--- src/sawc_pkg.sv ---
// Constants for the converter sequencer with window comparator
package sawc_pkg;

    // ------------------------------------------------------------
    // Register byte offsets on the AXI4-Lite slave
    // ------------------------------------------------------------
    localparam logic [7:0] OFS_CTRL_ONE = 8'h00; // Converter control one
    localparam logic [7:0] OFS_CTRL_TWO = 8'h04; // Converter control two
    localparam logic [7:0] OFS_RES_HIGH = 8'h08; // Result high byte
    localparam logic [7:0] OFS_RES_LOW = 8'h0C; // Result low byte
    localparam logic [7:0] OFS_WIN_UPPER = 8'h10; // Window upper limit
    localparam logic [7:0] OFS_WIN_LOWER = 8'h14; // Window lower limit
    localparam logic [7:0] OFS_SHARED_SEL = 8'h18; // Shared select register
    localparam logic [7:0] OFS_IRQ_STATUS = 8'h1C; // Sticky event status
    localparam logic [7:0] OFS_IRQ_MASK = 8'h20; // Interrupt mask

    // ------------------------------------------------------------
    // Decoded register indices
    // ------------------------------------------------------------
    localparam logic [3:0] IDX_CTRL_ONE = 4'h0;
    localparam logic [3:0] IDX_CTRL_TWO = 4'h1;
    localparam logic [3:0] IDX_RES_HIGH = 4'h2;
    localparam logic [3:0] IDX_RES_LOW = 4'h3;
    localparam logic [3:0] IDX_WIN_UPPER = 4'h4;
    localparam logic [3:0] IDX_WIN_LOWER = 4'h5;
    localparam logic [3:0] IDX_SHARED_SEL = 4'h6;
    localparam logic [3:0] IDX_IRQ_STATUS = 4'h7;
    localparam logic [3:0] IDX_IRQ_MASK = 4'h8;
    localparam logic [3:0] IDX_NONE = 4'hF;

    // ------------------------------------------------------------
    // Field positions
    // ------------------------------------------------------------
    localparam int C1_START_BUSY = 7; // Start / busy
    localparam int C1_CONTINUOUS = 5; // Continuous mode
    localparam int C1_EXT_START = 4; // External start enable
    localparam int C1_QUALIFIER = 3; // Interrupt qualifier
    localparam int C1_MATCH = 2; // Window match flag (read only)
    localparam int C1_POWER = 1; // Converter power enable
    localparam int C1_POLARITY = 0; // Window polarity
    localparam int C2_FORMAT = 7; // Output format
    localparam int C2_CHAN_LSB = 4; // Channel field bits 6..4
    localparam int C2_PRESC_LSB = 0; // Prescaler field bits 3..0
    localparam int SEL_REF = 7; // Reference select in shared register
    localparam int ST_CONV_DONE = 0; // Conversion complete event

    // ------------------------------------------------------------
    // Reset values, timing and bus answers
    // ------------------------------------------------------------
    localparam logic [7:0] RST_BYTE = 8'h00; // All registers reset to zero
    localparam logic [3:0] CONV_LAST_TICK = 4'hF; // Sixteen converter clocks
    localparam logic [1:0] RESP_OKAY = 2'h0;
    localparam logic [1:0] RESP_SLVERR = 2'h2;

endpackage

--- src/sawc_adc_ctrl.sv ---
// Converter sequencer, result formatting, window compare and AXI4-Lite slave
//
// Overview of operation
// - Converter powered down while power bit zero.
// - Reference select: 0 internal, 1 external pair.
// - Channel field bits 6..4 selects input.
// - Software start bit begins conversion, one-shot, while external start is off.
// - External start: active-low pin level starts.
// - Continuous mode restarts after each completion.
// - Conversion lasts exactly sixteen converter clocks.
// - Converter clock period is machine period times N+1.
// - Prescaler field bits 3..0, resets zero.
// - Low result holds eight least significant bits.
// - Format zero: high byte holds bits 9..2.
// - Format one: high byte bits 9..8, rest zero.
// - Match equals polarity xor two limit compares.
// - Match flag at bit 2, hardware updated.
// - Qualifier zero: interrupt after every conversion.
// - Qualifier one: interrupt only on match.
module sawc_adc_ctrl (
    input wire logic clk,
    input wire logic resetn,
    input wire logic ce,
    input wire logic [7:0] awaddr,
    input wire logic awvalid,
    output logic awready,
    input wire logic [31:0] wdata,
    input wire logic [3:0] wstrb,
    input wire logic wvalid,
    output logic wready,
    output logic [1:0] bresp,
    output logic bvalid,
    input wire logic bready,
    input wire logic [7:0] araddr,
    input wire logic arvalid,
    output logic arready,
    output logic [31:0] rdata,
    output logic [1:0] rresp,
    output logic rvalid,
    input wire logic rready,
    input wire logic extStartN,
    input wire logic [9:0] sarResult,
    output logic powerUp,
    output logic refExternal,
    output logic [2:0] channelSel,
    output logic converting,
    output logic irq
);

    // ------------------------------------------------------------
    // State
    // ------------------------------------------------------------
    typedef struct packed {
        logic awready; // Write address ready
        logic wready; // Write data ready
        logic bvalid; // Write response valid
        logic [1:0] bresp; // Write response code
        logic awHeld; // Write address captured
        logic [7:0] awAddr; // Captured write address
        logic wHeld; // Write data captured
        logic [7:0] wData; // Captured low byte
        logic wLane; // Byte lane zero enabled
        logic arready; // Read address ready
        logic rvalid; // Read data valid
        logic [1:0] rresp; // Read response code
        logic [7:0] rdata; // Read byte
        logic pwr; // Converter power enable
        logic cont; // Continuous mode
        logic external_start_enable; // External start enable
        logic interrupt_qualifier_bit; // Interrupt qualifier
        logic window_polarity_bit; // Window polarity
        logic match; // Window match flag
        logic busy; // Conversion in progress
        logic fmt; // Output format
        logic [2:0] chan; // Channel select
        logic [3:0] presc; // Prescaler setting
        logic refSel; // Reference select
        logic [7:0] resHi; // Result high byte
        logic [7:0] resLo; // Result low byte
        logic [7:0] window_upper_limit; // Window upper limit
        logic [7:0] window_lower_limit; // Window lower limit
        logic status; // Sticky conversion event
        logic mask; // Interrupt mask
        logic irq; // Interrupt output
        logic [3:0] prescRun; // Prescaler frozen for this conversion
        logic [3:0] divCnt; // Machine cycles within a converter clock
        logic [3:0] tickCnt; // Converter clocks done
        logic syncA; // Start pin first stage
        logic syncB; // Start pin second stage
    } sawc_state_s;

    sawc_state_s s_q; // Registered state
    sawc_state_s s_d; // Next state
    logic convDone; // Last machine cycle of a conversion
    logic startReq; // A start is requested now
    logic swStart; // Software wrote one to start
    logic [3:0] wIdx; // Decoded write register
    logic [3:0] rIdx; // Decoded read register
    logic [7:0] msb8; // Top eight result bits
    logic newMatch; // Window compare outcome

    // ------------------------------------------------------------
    // Address decode, shared by read and write paths
    // ------------------------------------------------------------
    function automatic logic [3:0] regIndex(input logic [7:0] a);
        logic [3:0] r;
        r = sawc_pkg::IDX_NONE;
        if (a == sawc_pkg::OFS_CTRL_ONE) begin
            r = sawc_pkg::IDX_CTRL_ONE;
        end else if (a == sawc_pkg::OFS_CTRL_TWO) begin
            r = sawc_pkg::IDX_CTRL_TWO;
        end else if (a == sawc_pkg::OFS_RES_HIGH) begin
            r = sawc_pkg::IDX_RES_HIGH;
        end else if (a == sawc_pkg::OFS_RES_LOW) begin
            r = sawc_pkg::IDX_RES_LOW;
        end else if (a == sawc_pkg::OFS_WIN_UPPER) begin
            r = sawc_pkg::IDX_WIN_UPPER;
        end else if (a == sawc_pkg::OFS_WIN_LOWER) begin
            r = sawc_pkg::IDX_WIN_LOWER;
        end else if (a == sawc_pkg::OFS_SHARED_SEL) begin
            r = sawc_pkg::IDX_SHARED_SEL;
        end else if (a == sawc_pkg::OFS_IRQ_STATUS) begin
            r = sawc_pkg::IDX_IRQ_STATUS;
        end else if (a == sawc_pkg::OFS_IRQ_MASK) begin
            r = sawc_pkg::IDX_IRQ_MASK;
        end
        return r;
    endfunction

    // ------------------------------------------------------------
    // Next-state logic
    // ------------------------------------------------------------
    // Everything is gated by ce, so a low enable freezes the whole block
    always_comb begin
        s_d = s_q;
        convDone = 1'b0;
        swStart = 1'b0;
        startReq = 1'b0;
        wIdx = regIndex(s_q.awAddr);
        rIdx = regIndex(araddr);
        msb8 = sarResult[9:2];
        // Lower bounds are inclusive on both limits
        newMatch = s_q.window_polarity_bit ^ (s_q.window_upper_limit <= msb8)
            ^ (s_q.window_lower_limit <= msb8);
        if (ce) begin
            // Start pin synchroniser; only syncB is used by logic
            s_d.syncA = extStartN;
            s_d.syncB = s_q.syncA;

            // Write channels are taken in either order
            if (s_q.awready && awvalid) begin
                s_d.awHeld = 1'b1;
                s_d.awAddr = awaddr;
            end
            if (s_q.wready && wvalid) begin
                s_d.wHeld = 1'b1;
                s_d.wData = wdata[7:0];
                s_d.wLane = wstrb[0];
            end
            if (s_q.bvalid && bready) begin
                s_d.bvalid = 1'b0;
            end
            // Perform the write once both halves are in and no answer waits
            if (s_q.awHeld && s_q.wHeld && !s_q.bvalid) begin
                s_d.awHeld = 1'b0;
                s_d.wHeld = 1'b0;
                s_d.bvalid = 1'b1;
                s_d.bresp = sawc_pkg::RESP_OKAY;
                if (wIdx == sawc_pkg::IDX_NONE) begin
                    s_d.bresp = sawc_pkg::RESP_SLVERR;
                end else if (s_q.wLane) begin
                    case (wIdx)
                        sawc_pkg::IDX_CTRL_ONE: begin
                            // Match and busy are hardware owned
                            s_d.cont = s_q.wData[sawc_pkg::C1_CONTINUOUS];
                            s_d.external_start_enable = s_q.wData[sawc_pkg::C1_EXT_START];
                            s_d.interrupt_qualifier_bit = s_q.wData[sawc_pkg::C1_QUALIFIER];
                            s_d.pwr = s_q.wData[sawc_pkg::C1_POWER];
                            s_d.window_polarity_bit = s_q.wData[sawc_pkg::C1_POLARITY];
                            swStart = s_q.wData[sawc_pkg::C1_START_BUSY]
                                && !s_d.external_start_enable && s_d.pwr;
                        end
                        sawc_pkg::IDX_CTRL_TWO: begin
                            s_d.fmt = s_q.wData[sawc_pkg::C2_FORMAT];
                            s_d.chan = s_q.wData[
                                sawc_pkg::C2_CHAN_LSB +: 3];
                            s_d.presc = s_q.wData[
                                sawc_pkg::C2_PRESC_LSB +: 4];
                        end
                        sawc_pkg::IDX_WIN_UPPER: begin
                            s_d.window_upper_limit = s_q.wData;
                        end
                        sawc_pkg::IDX_WIN_LOWER: begin
                            s_d.window_lower_limit = s_q.wData;
                        end
                        sawc_pkg::IDX_SHARED_SEL: begin
                            s_d.refSel = s_q.wData[sawc_pkg::SEL_REF];
                        end
                        sawc_pkg::IDX_IRQ_MASK: begin
                            s_d.mask = s_q.wData[sawc_pkg::ST_CONV_DONE];
                        end
                        default: begin
                            // Read-only registers ignore writes
                        end
                    endcase
                end
            end
            s_d.awready = !s_d.awHeld;
            s_d.wready = !s_d.wHeld;

            // Read channel: one answer outstanding at a time
            if (s_q.rvalid && rready) begin
                s_d.rvalid = 1'b0;
            end
            if (s_q.arready && arvalid) begin
                s_d.rvalid = 1'b1;
                s_d.rresp = sawc_pkg::RESP_OKAY;
                s_d.rdata = sawc_pkg::RST_BYTE;
                case (rIdx)
                    sawc_pkg::IDX_CTRL_ONE: begin
                        s_d.rdata = {s_q.busy, 1'b0, s_q.cont, s_q.external_start_enable,
                            s_q.interrupt_qualifier_bit, s_q.match, s_q.pwr, s_q.window_polarity_bit};
                    end
                    sawc_pkg::IDX_CTRL_TWO: begin
                        s_d.rdata = {s_q.fmt, s_q.chan, s_q.presc};
                    end
                    sawc_pkg::IDX_RES_HIGH: begin
                        s_d.rdata = s_q.resHi;
                    end
                    sawc_pkg::IDX_RES_LOW: begin
                        s_d.rdata = s_q.resLo;
                    end
                    sawc_pkg::IDX_WIN_UPPER: begin
                        s_d.rdata = s_q.window_upper_limit;
                    end
                    sawc_pkg::IDX_WIN_LOWER: begin
                        s_d.rdata = s_q.window_lower_limit;
                    end
                    sawc_pkg::IDX_SHARED_SEL: begin
                        s_d.rdata = {s_q.refSel, 7'h00};
                    end
                    sawc_pkg::IDX_IRQ_STATUS: begin
                        // Read clears; a same-cycle event sets it again below
                        s_d.rdata = {7'h00, s_q.status};
                        s_d.status = 1'b0;
                    end
                    sawc_pkg::IDX_IRQ_MASK: begin
                        s_d.rdata = {7'h00, s_q.mask};
                    end
                    default: begin
                        s_d.rresp = sawc_pkg::RESP_SLVERR;
                    end
                endcase
            end
            s_d.arready = !s_d.rvalid;

            // Conversion sequencer
            // The pin is a level: held low it keeps requesting
            startReq = swStart || (s_q.external_start_enable && !s_q.syncB);
            if (!s_d.pwr) begin
                // Power-down aborts a conversion in flight
                s_d.busy = 1'b0;
                s_d.divCnt = 4'h0;
                s_d.tickCnt = 4'h0;
            end else if (s_q.busy) begin
                // One converter clock is prescaler+1 machine cycles
                if (s_q.divCnt == s_q.prescRun) begin
                    s_d.divCnt = 4'h0;
                    s_d.tickCnt = s_q.tickCnt + 4'h1;
                    convDone = (s_q.tickCnt
                        == sawc_pkg::CONV_LAST_TICK);
                end else begin
                    s_d.divCnt = s_q.divCnt + 4'h1;
                end
                if (convDone) begin
                    // Results and flag land in one edge
                    s_d.resLo = sarResult[7:0];
                    s_d.resHi = s_q.fmt ? {6'h00, sarResult[9:8]}
                        : sarResult[9:2];
                    s_d.match = newMatch;
                    if (!s_q.interrupt_qualifier_bit || newMatch) begin
                        s_d.status = 1'b1;
                    end
                    // Continuous mode chains straight into the next one
                    s_d.busy = s_q.cont || startReq;
                    s_d.tickCnt = 4'h0;
                    s_d.prescRun = s_q.presc;
                end
            end else if (startReq) begin
                // Prescaler latched so a rewrite cannot stretch this one
                s_d.busy = 1'b1;
                s_d.divCnt = 4'h0;
                s_d.tickCnt = 4'h0;
                s_d.prescRun = s_q.presc;
            end
            s_d.irq = s_d.status && s_d.mask;
        end
    end

    // ------------------------------------------------------------
    // State register
    // ------------------------------------------------------------
    always_ff @(posedge clk or negedge resetn) begin
        if (!resetn) begin
            s_q <= '0;
        end else begin
            s_q <= s_d;
        end
    end

    // ------------------------------------------------------------
    // Outputs, each straight from a flop
    // ------------------------------------------------------------
    assign awready = s_q.awready;
    assign wready = s_q.wready;
    assign bvalid = s_q.bvalid;
    assign bresp = s_q.bresp;
    assign arready = s_q.arready;
    assign rvalid = s_q.rvalid;
    assign rresp = s_q.rresp;
    assign rdata = {24'h00_0000, s_q.rdata};
    assign powerUp = s_q.pwr;
    assign refExternal = s_q.refSel;
    assign channelSel = s_q.chan;
    assign converting = s_q.busy;
    assign irq = s_q.irq;

    // ------------------------------------------------------------
    // Checks
    // ------------------------------------------------------------
    // Enabled cycles since the current conversion began
    logic [8:0] convCycles;
    always_ff @(posedge clk or negedge resetn) begin
        if (!resetn) begin
            convCycles <= 9'h000;
        end else if (ce) begin
            convCycles <= (convDone || !s_q.busy) ? 9'h000
                : convCycles + 9'h001;
        end
    end
endmodule

--- config.mk ---
export PLATFORM = sky130hd
export DESIGN_NAME = sawc_adc_ctrl
export DESIGN_NICKNAME = d
export VERILOG_FILES = /design/src/sawc_pkg.sv /design/src/sawc_adc_ctrl.sv
export SDC_FILE = /design/constraint.sdc
export NUM_CORES = 1
export LEC_CHECK = 0
export ABC_AREA = 1
export ABC_CLOCK_PERIOD_IN_PS = 2100
export BUFFER_PORTS_ARGS = -buffer_cell sky130_fd_sc_hd__buf_2
export CORE_MARGIN = 3
export CORE_UTILIZATION = 55
export CTS_CLUSTER_SIZE = 28
export DETAILED_ROUTE_END_ITERATION = 12
export GPL_ROUTABILITY_DRIVEN = 0
export GPL_TIMING_DRIVEN = 0
export PLACE_DENSITY = 0.8
export SLEW_MARGIN = 20
export SYNTH_ARGS = -nofsm -noshare
export SYNTH_HDL_FRONTEND = slang
export SYNTH_SLANG_ARGS = --single-unit
--- constraint.sdc ---
create_clock -name clk -period 2.1 [get_ports clk]
set_input_delay 0 -clock clk [delete_from_list [all_inputs] [get_ports clk]]
set_output_delay 0 -clock clk [all_outputs]
set_load 0.01 [all_outputs]
==> results by group <==
Status
  • Status: finished clean

Critical path
  • Critical Path RT: 2420 ps
  • CP cell instances: inv_2 -> nand2_1 -> nor3_1 -> nand2_1 -> nand3_2 -> nand3_1 -> nand2_2 -> nand2_4 -> a21oi_4 -> buf_4 -> nand3_1 -> nand2_1
  • Flop2flop setup slack: 100 ps
  • CP max-delay cell: dfrtp_1
  • Crit end category: flip-flop
  • Most numerous cell on the critical path: nand2_1
  • Critical Path Fanout Max: 7
  • CP delay by family, top: simple AND/OR/NAND/NOR gates
  • WP data arrival: roughly 2300 ps
  • CP Launch Type: flip-flop
  • Setup Crit Path Kind: flip-flop to flip-flop
  • CP bufs+invs: 2
  • Largest stage delay on the critical path: between 400 and 500 ps

Timing
  • Final period util: 0.952
  • Fmax achieved: between 500 and 600 MHz
  • Final hold violation count: 0
  • Setup_tns: 0 ps
  • # setup viols final: 0
  • Clock Skew: ~17 ps
  • Final max-slew violation count: 0
  • Slew Limit Headroom: 0.542
  • Unrepaired setup endpoints after global routing: no
  • Worst slew pin tran: between 600 and 700 ps
  • Min cycle time layout: roughly 2000 ps

Synthesis
  • Synthesis-stage register bit count: between 90 and 100
  • Syn Area/Cell: a little over 8 µm²
  • Most used DFF post-synth: dfrtp_1
  • Synth area leaders: dfrtp_1 (45%), nand2_1 (14%), buf_4 (5.3%), inv_1 (4.8%), o21ai_0 (4.7%)
  • Synth unique cells: 42
  • Synth Area in Adders: 0.0408
  • Synth Area in XOR/XNOR: 0.0111
  • Top-area cell type share of the netlist area: 0.448
  • Synth warn: 0
  • Synthesized area: ~0.0055 mm²
  • Complex-gate fraction of the synthesized area: 0.126
  • Number of enable flip-flop cells after synthesis: 0
  • Biggest area consumer among synthesized cells: dfrtp_1
  • Top cells by count, synth: nand2_1 (203), dfrtp_1 (99), inv_1 (70)
  • Seq/Total Area, Yosys: 0.448
  • Post-synthesis simple-gate area fraction: 0.250
  • Asr flop ratio synth: 1.00
  • Mux contribution to synthesized area: 0.00408
  • Gate Count Post-Synth: 675
  • Main combinational cell family by area after synthesis: simple AND/OR/NAND/NOR gates
  • Most frequent cell after synthesis: nand2_1

Die
  • Die Y: 106 µm
  • Die X: between 100 and 150 µm
  • Die footprint: 0.0113 mm²
  • Boundary Pins: roughly 120
  • # rows: 35
  • Initial Util: 0.581
  • Area of the core: about 0.0095 mm²

GRT
  • Antenna violations before repair: 0
  • Tot GR Track Use: 0.251
  • Total grt overflow: 0
  • First-pass GRT wire length: 22700 µm
  • Largest net degree at the start of global routing: 81
  • Vias in the first global route: around 4700

Power
  • PD cells: around 710 mW/mm²
  • Worst VDD drop: 0.495 mV
  • Leak: 0.00353 µW

Routing
  • DRT antenna net count: 0
  • Routed len/inst: around 15 µm
  • Metal2 WL: around 6800 µm
  • DRT iter0 DRCs: roughly 310
  • DRC viols: 0
  • Metal3 WL: ~950 µm
  • Routed WL: 13900 µm
  • Pre-antenna DRT Iters: 5
  • Via count: just under 5000
  • Top Layer Used: met4
  • DRT met1 WL: ~5900 µm
  • DR vias/cell: between 5 and 6

Flow run
  • Max_cap viols: 0

Layout
  • Fillers: 741
  • P&R area growth vs syn: 22.3%
  • Layout cells sized above 1: 0.225
  • # nets final: between 900 and 1000
  • Final Core Density: 0.711
  • Reg area: ~0.0025 mm²
  • Area of the multi-input gates: between 0.002 and 0.0025 mm²
  • # diodes: 0

Clocking
  • Skew-Pair Late Insertion Delay: ~380 ps
  • Clk root buf: clkbuf_8
  • CTS sink cnt: slightly below 100
  • CTS tree: yes
  • CTS Buf Count: 9
  • H-tree levels: 3
  • Clk slew on worst S/H paths: between 100 and 150 ps
  • Clk buf depth: 2

Placement
  • DP Wirelength: between 10000 and 15000 µm
  • Input/output buffers: 65

Min path
  • Hold Path Class: input pin to async pin
[metal layers]
metal / global-route usage / up-vias
met5: 0 / -
met4: 0.0981 / 0
met1: 0.324 / 2300
li1: - / 2418
met3: 0.0425 / 36
met2: 0.424 / 215
[logic make-up (layout without fill, tap and decap cells)]
logic type,Yosys count,after routing
simple gates,310,310
buf+inv,126,248
compound gates,112,112
flops,99,99
fa+ha+maj,18,18
xor+xnor,7,7
mux,2,2
other cells,1,26
[final cells by class]
| class | count | area share |
|---|---|---|
| well taps | 129 | 0.0239 |
| repair buffers | 106 | 0.110 |
| multi-input cells | 475 | 0.370 |
| inverters | 75 | 0.0417 |
| clock inverters | 7 | 0.0146 |
| plain buffers | 51 | 0.0552 |
| flip-flops and latches | 99 | 0.367 |
| clock buffers | 9 | 0.0183 |
[per-stage QoR]
step | hold slack (ps) | setup slack (ps) | cells | area [µm²] | power [µW]
detailed placement | -146 | 103 | 895 | 6140 | 3340
CTS | 13.2 | 51.9 | 944 | 6690 | 4750
global route | 44.3 | 4.36 | 951 | 6750 | 5020
finish | 14.4 | 102 | 951 | 6750 | 4780
global placement | 205 | 86.3 | 894 | 6100 | 3290
floorplan | -296 | 432 | 700 | 5620 | 2990
[registers in the layout, indices dropped and copies added (netlist names)]
signal,count
s_q,77
rresp,1
channelSel,3
irq,1
powerUp,1
wready,1
rvalid,1
converting,1
bresp,1
arready,1
bvalid,1
refExternal,1
awready,1
rdata,8
[report_power, final]
group / leakage (µW) / internal [µW] / switching, µW
clock: 0.000110 / 679 / 694
combinational: 0.00210 / 376 / 707
sequential: 0.00132 / 2140 / 182
[repair_timing]
| item | 4_1_cts | 5_1_grt |
|---|---|---|
| setup buffers | 0 | 7 |
| endpoints found under the setup margin | 0 | 20 |
| hold endpoints to repair | 137 | 0 |
| hold buffers | 33 | 0 |
| gates resized for setup | 0 | 5 |
[worst register-to-register path, cell delays in order (launching register included)]
cell	delay [ps]
dfrtp_1	420
inv_2	100
nand2_1	50
nor3_1	210
nand2_1	100
nand3_2	120
nand3_1	130
nand2_2	130
nand2_4	110
a21oi_4	250
buf_4	180
nand3_1	60
nand2_1	80
[layout by cell type, fill, tap and decap left out, types with 18 or more instances in the layout]
master and n:
buf_2 68, buf_4 46, conb_1 26, dfrtp_1 99
dlygate4sd3_1 33, ha_1 18, inv_1 69, nand2_1 203
nand3_1 33, nor2_1 30, o21ai_0 51, o21ai_2 20
[final timing paths]
check                      depth (start not counted)    start       to
max in group asynchronous                          3   resetn  s_q[25]
hold / removal                                     2   resetn  s_q[91]
min in group clk                                   3       ce   bvalid
setup reg to reg                                  12  s_q[91]   s_q[5]
hold reg to reg                                    2   s_q[1]   s_q[1]
setup / recovery                                  12  s_q[91]   s_q[5]
Power figures use the tool's default switching activity.
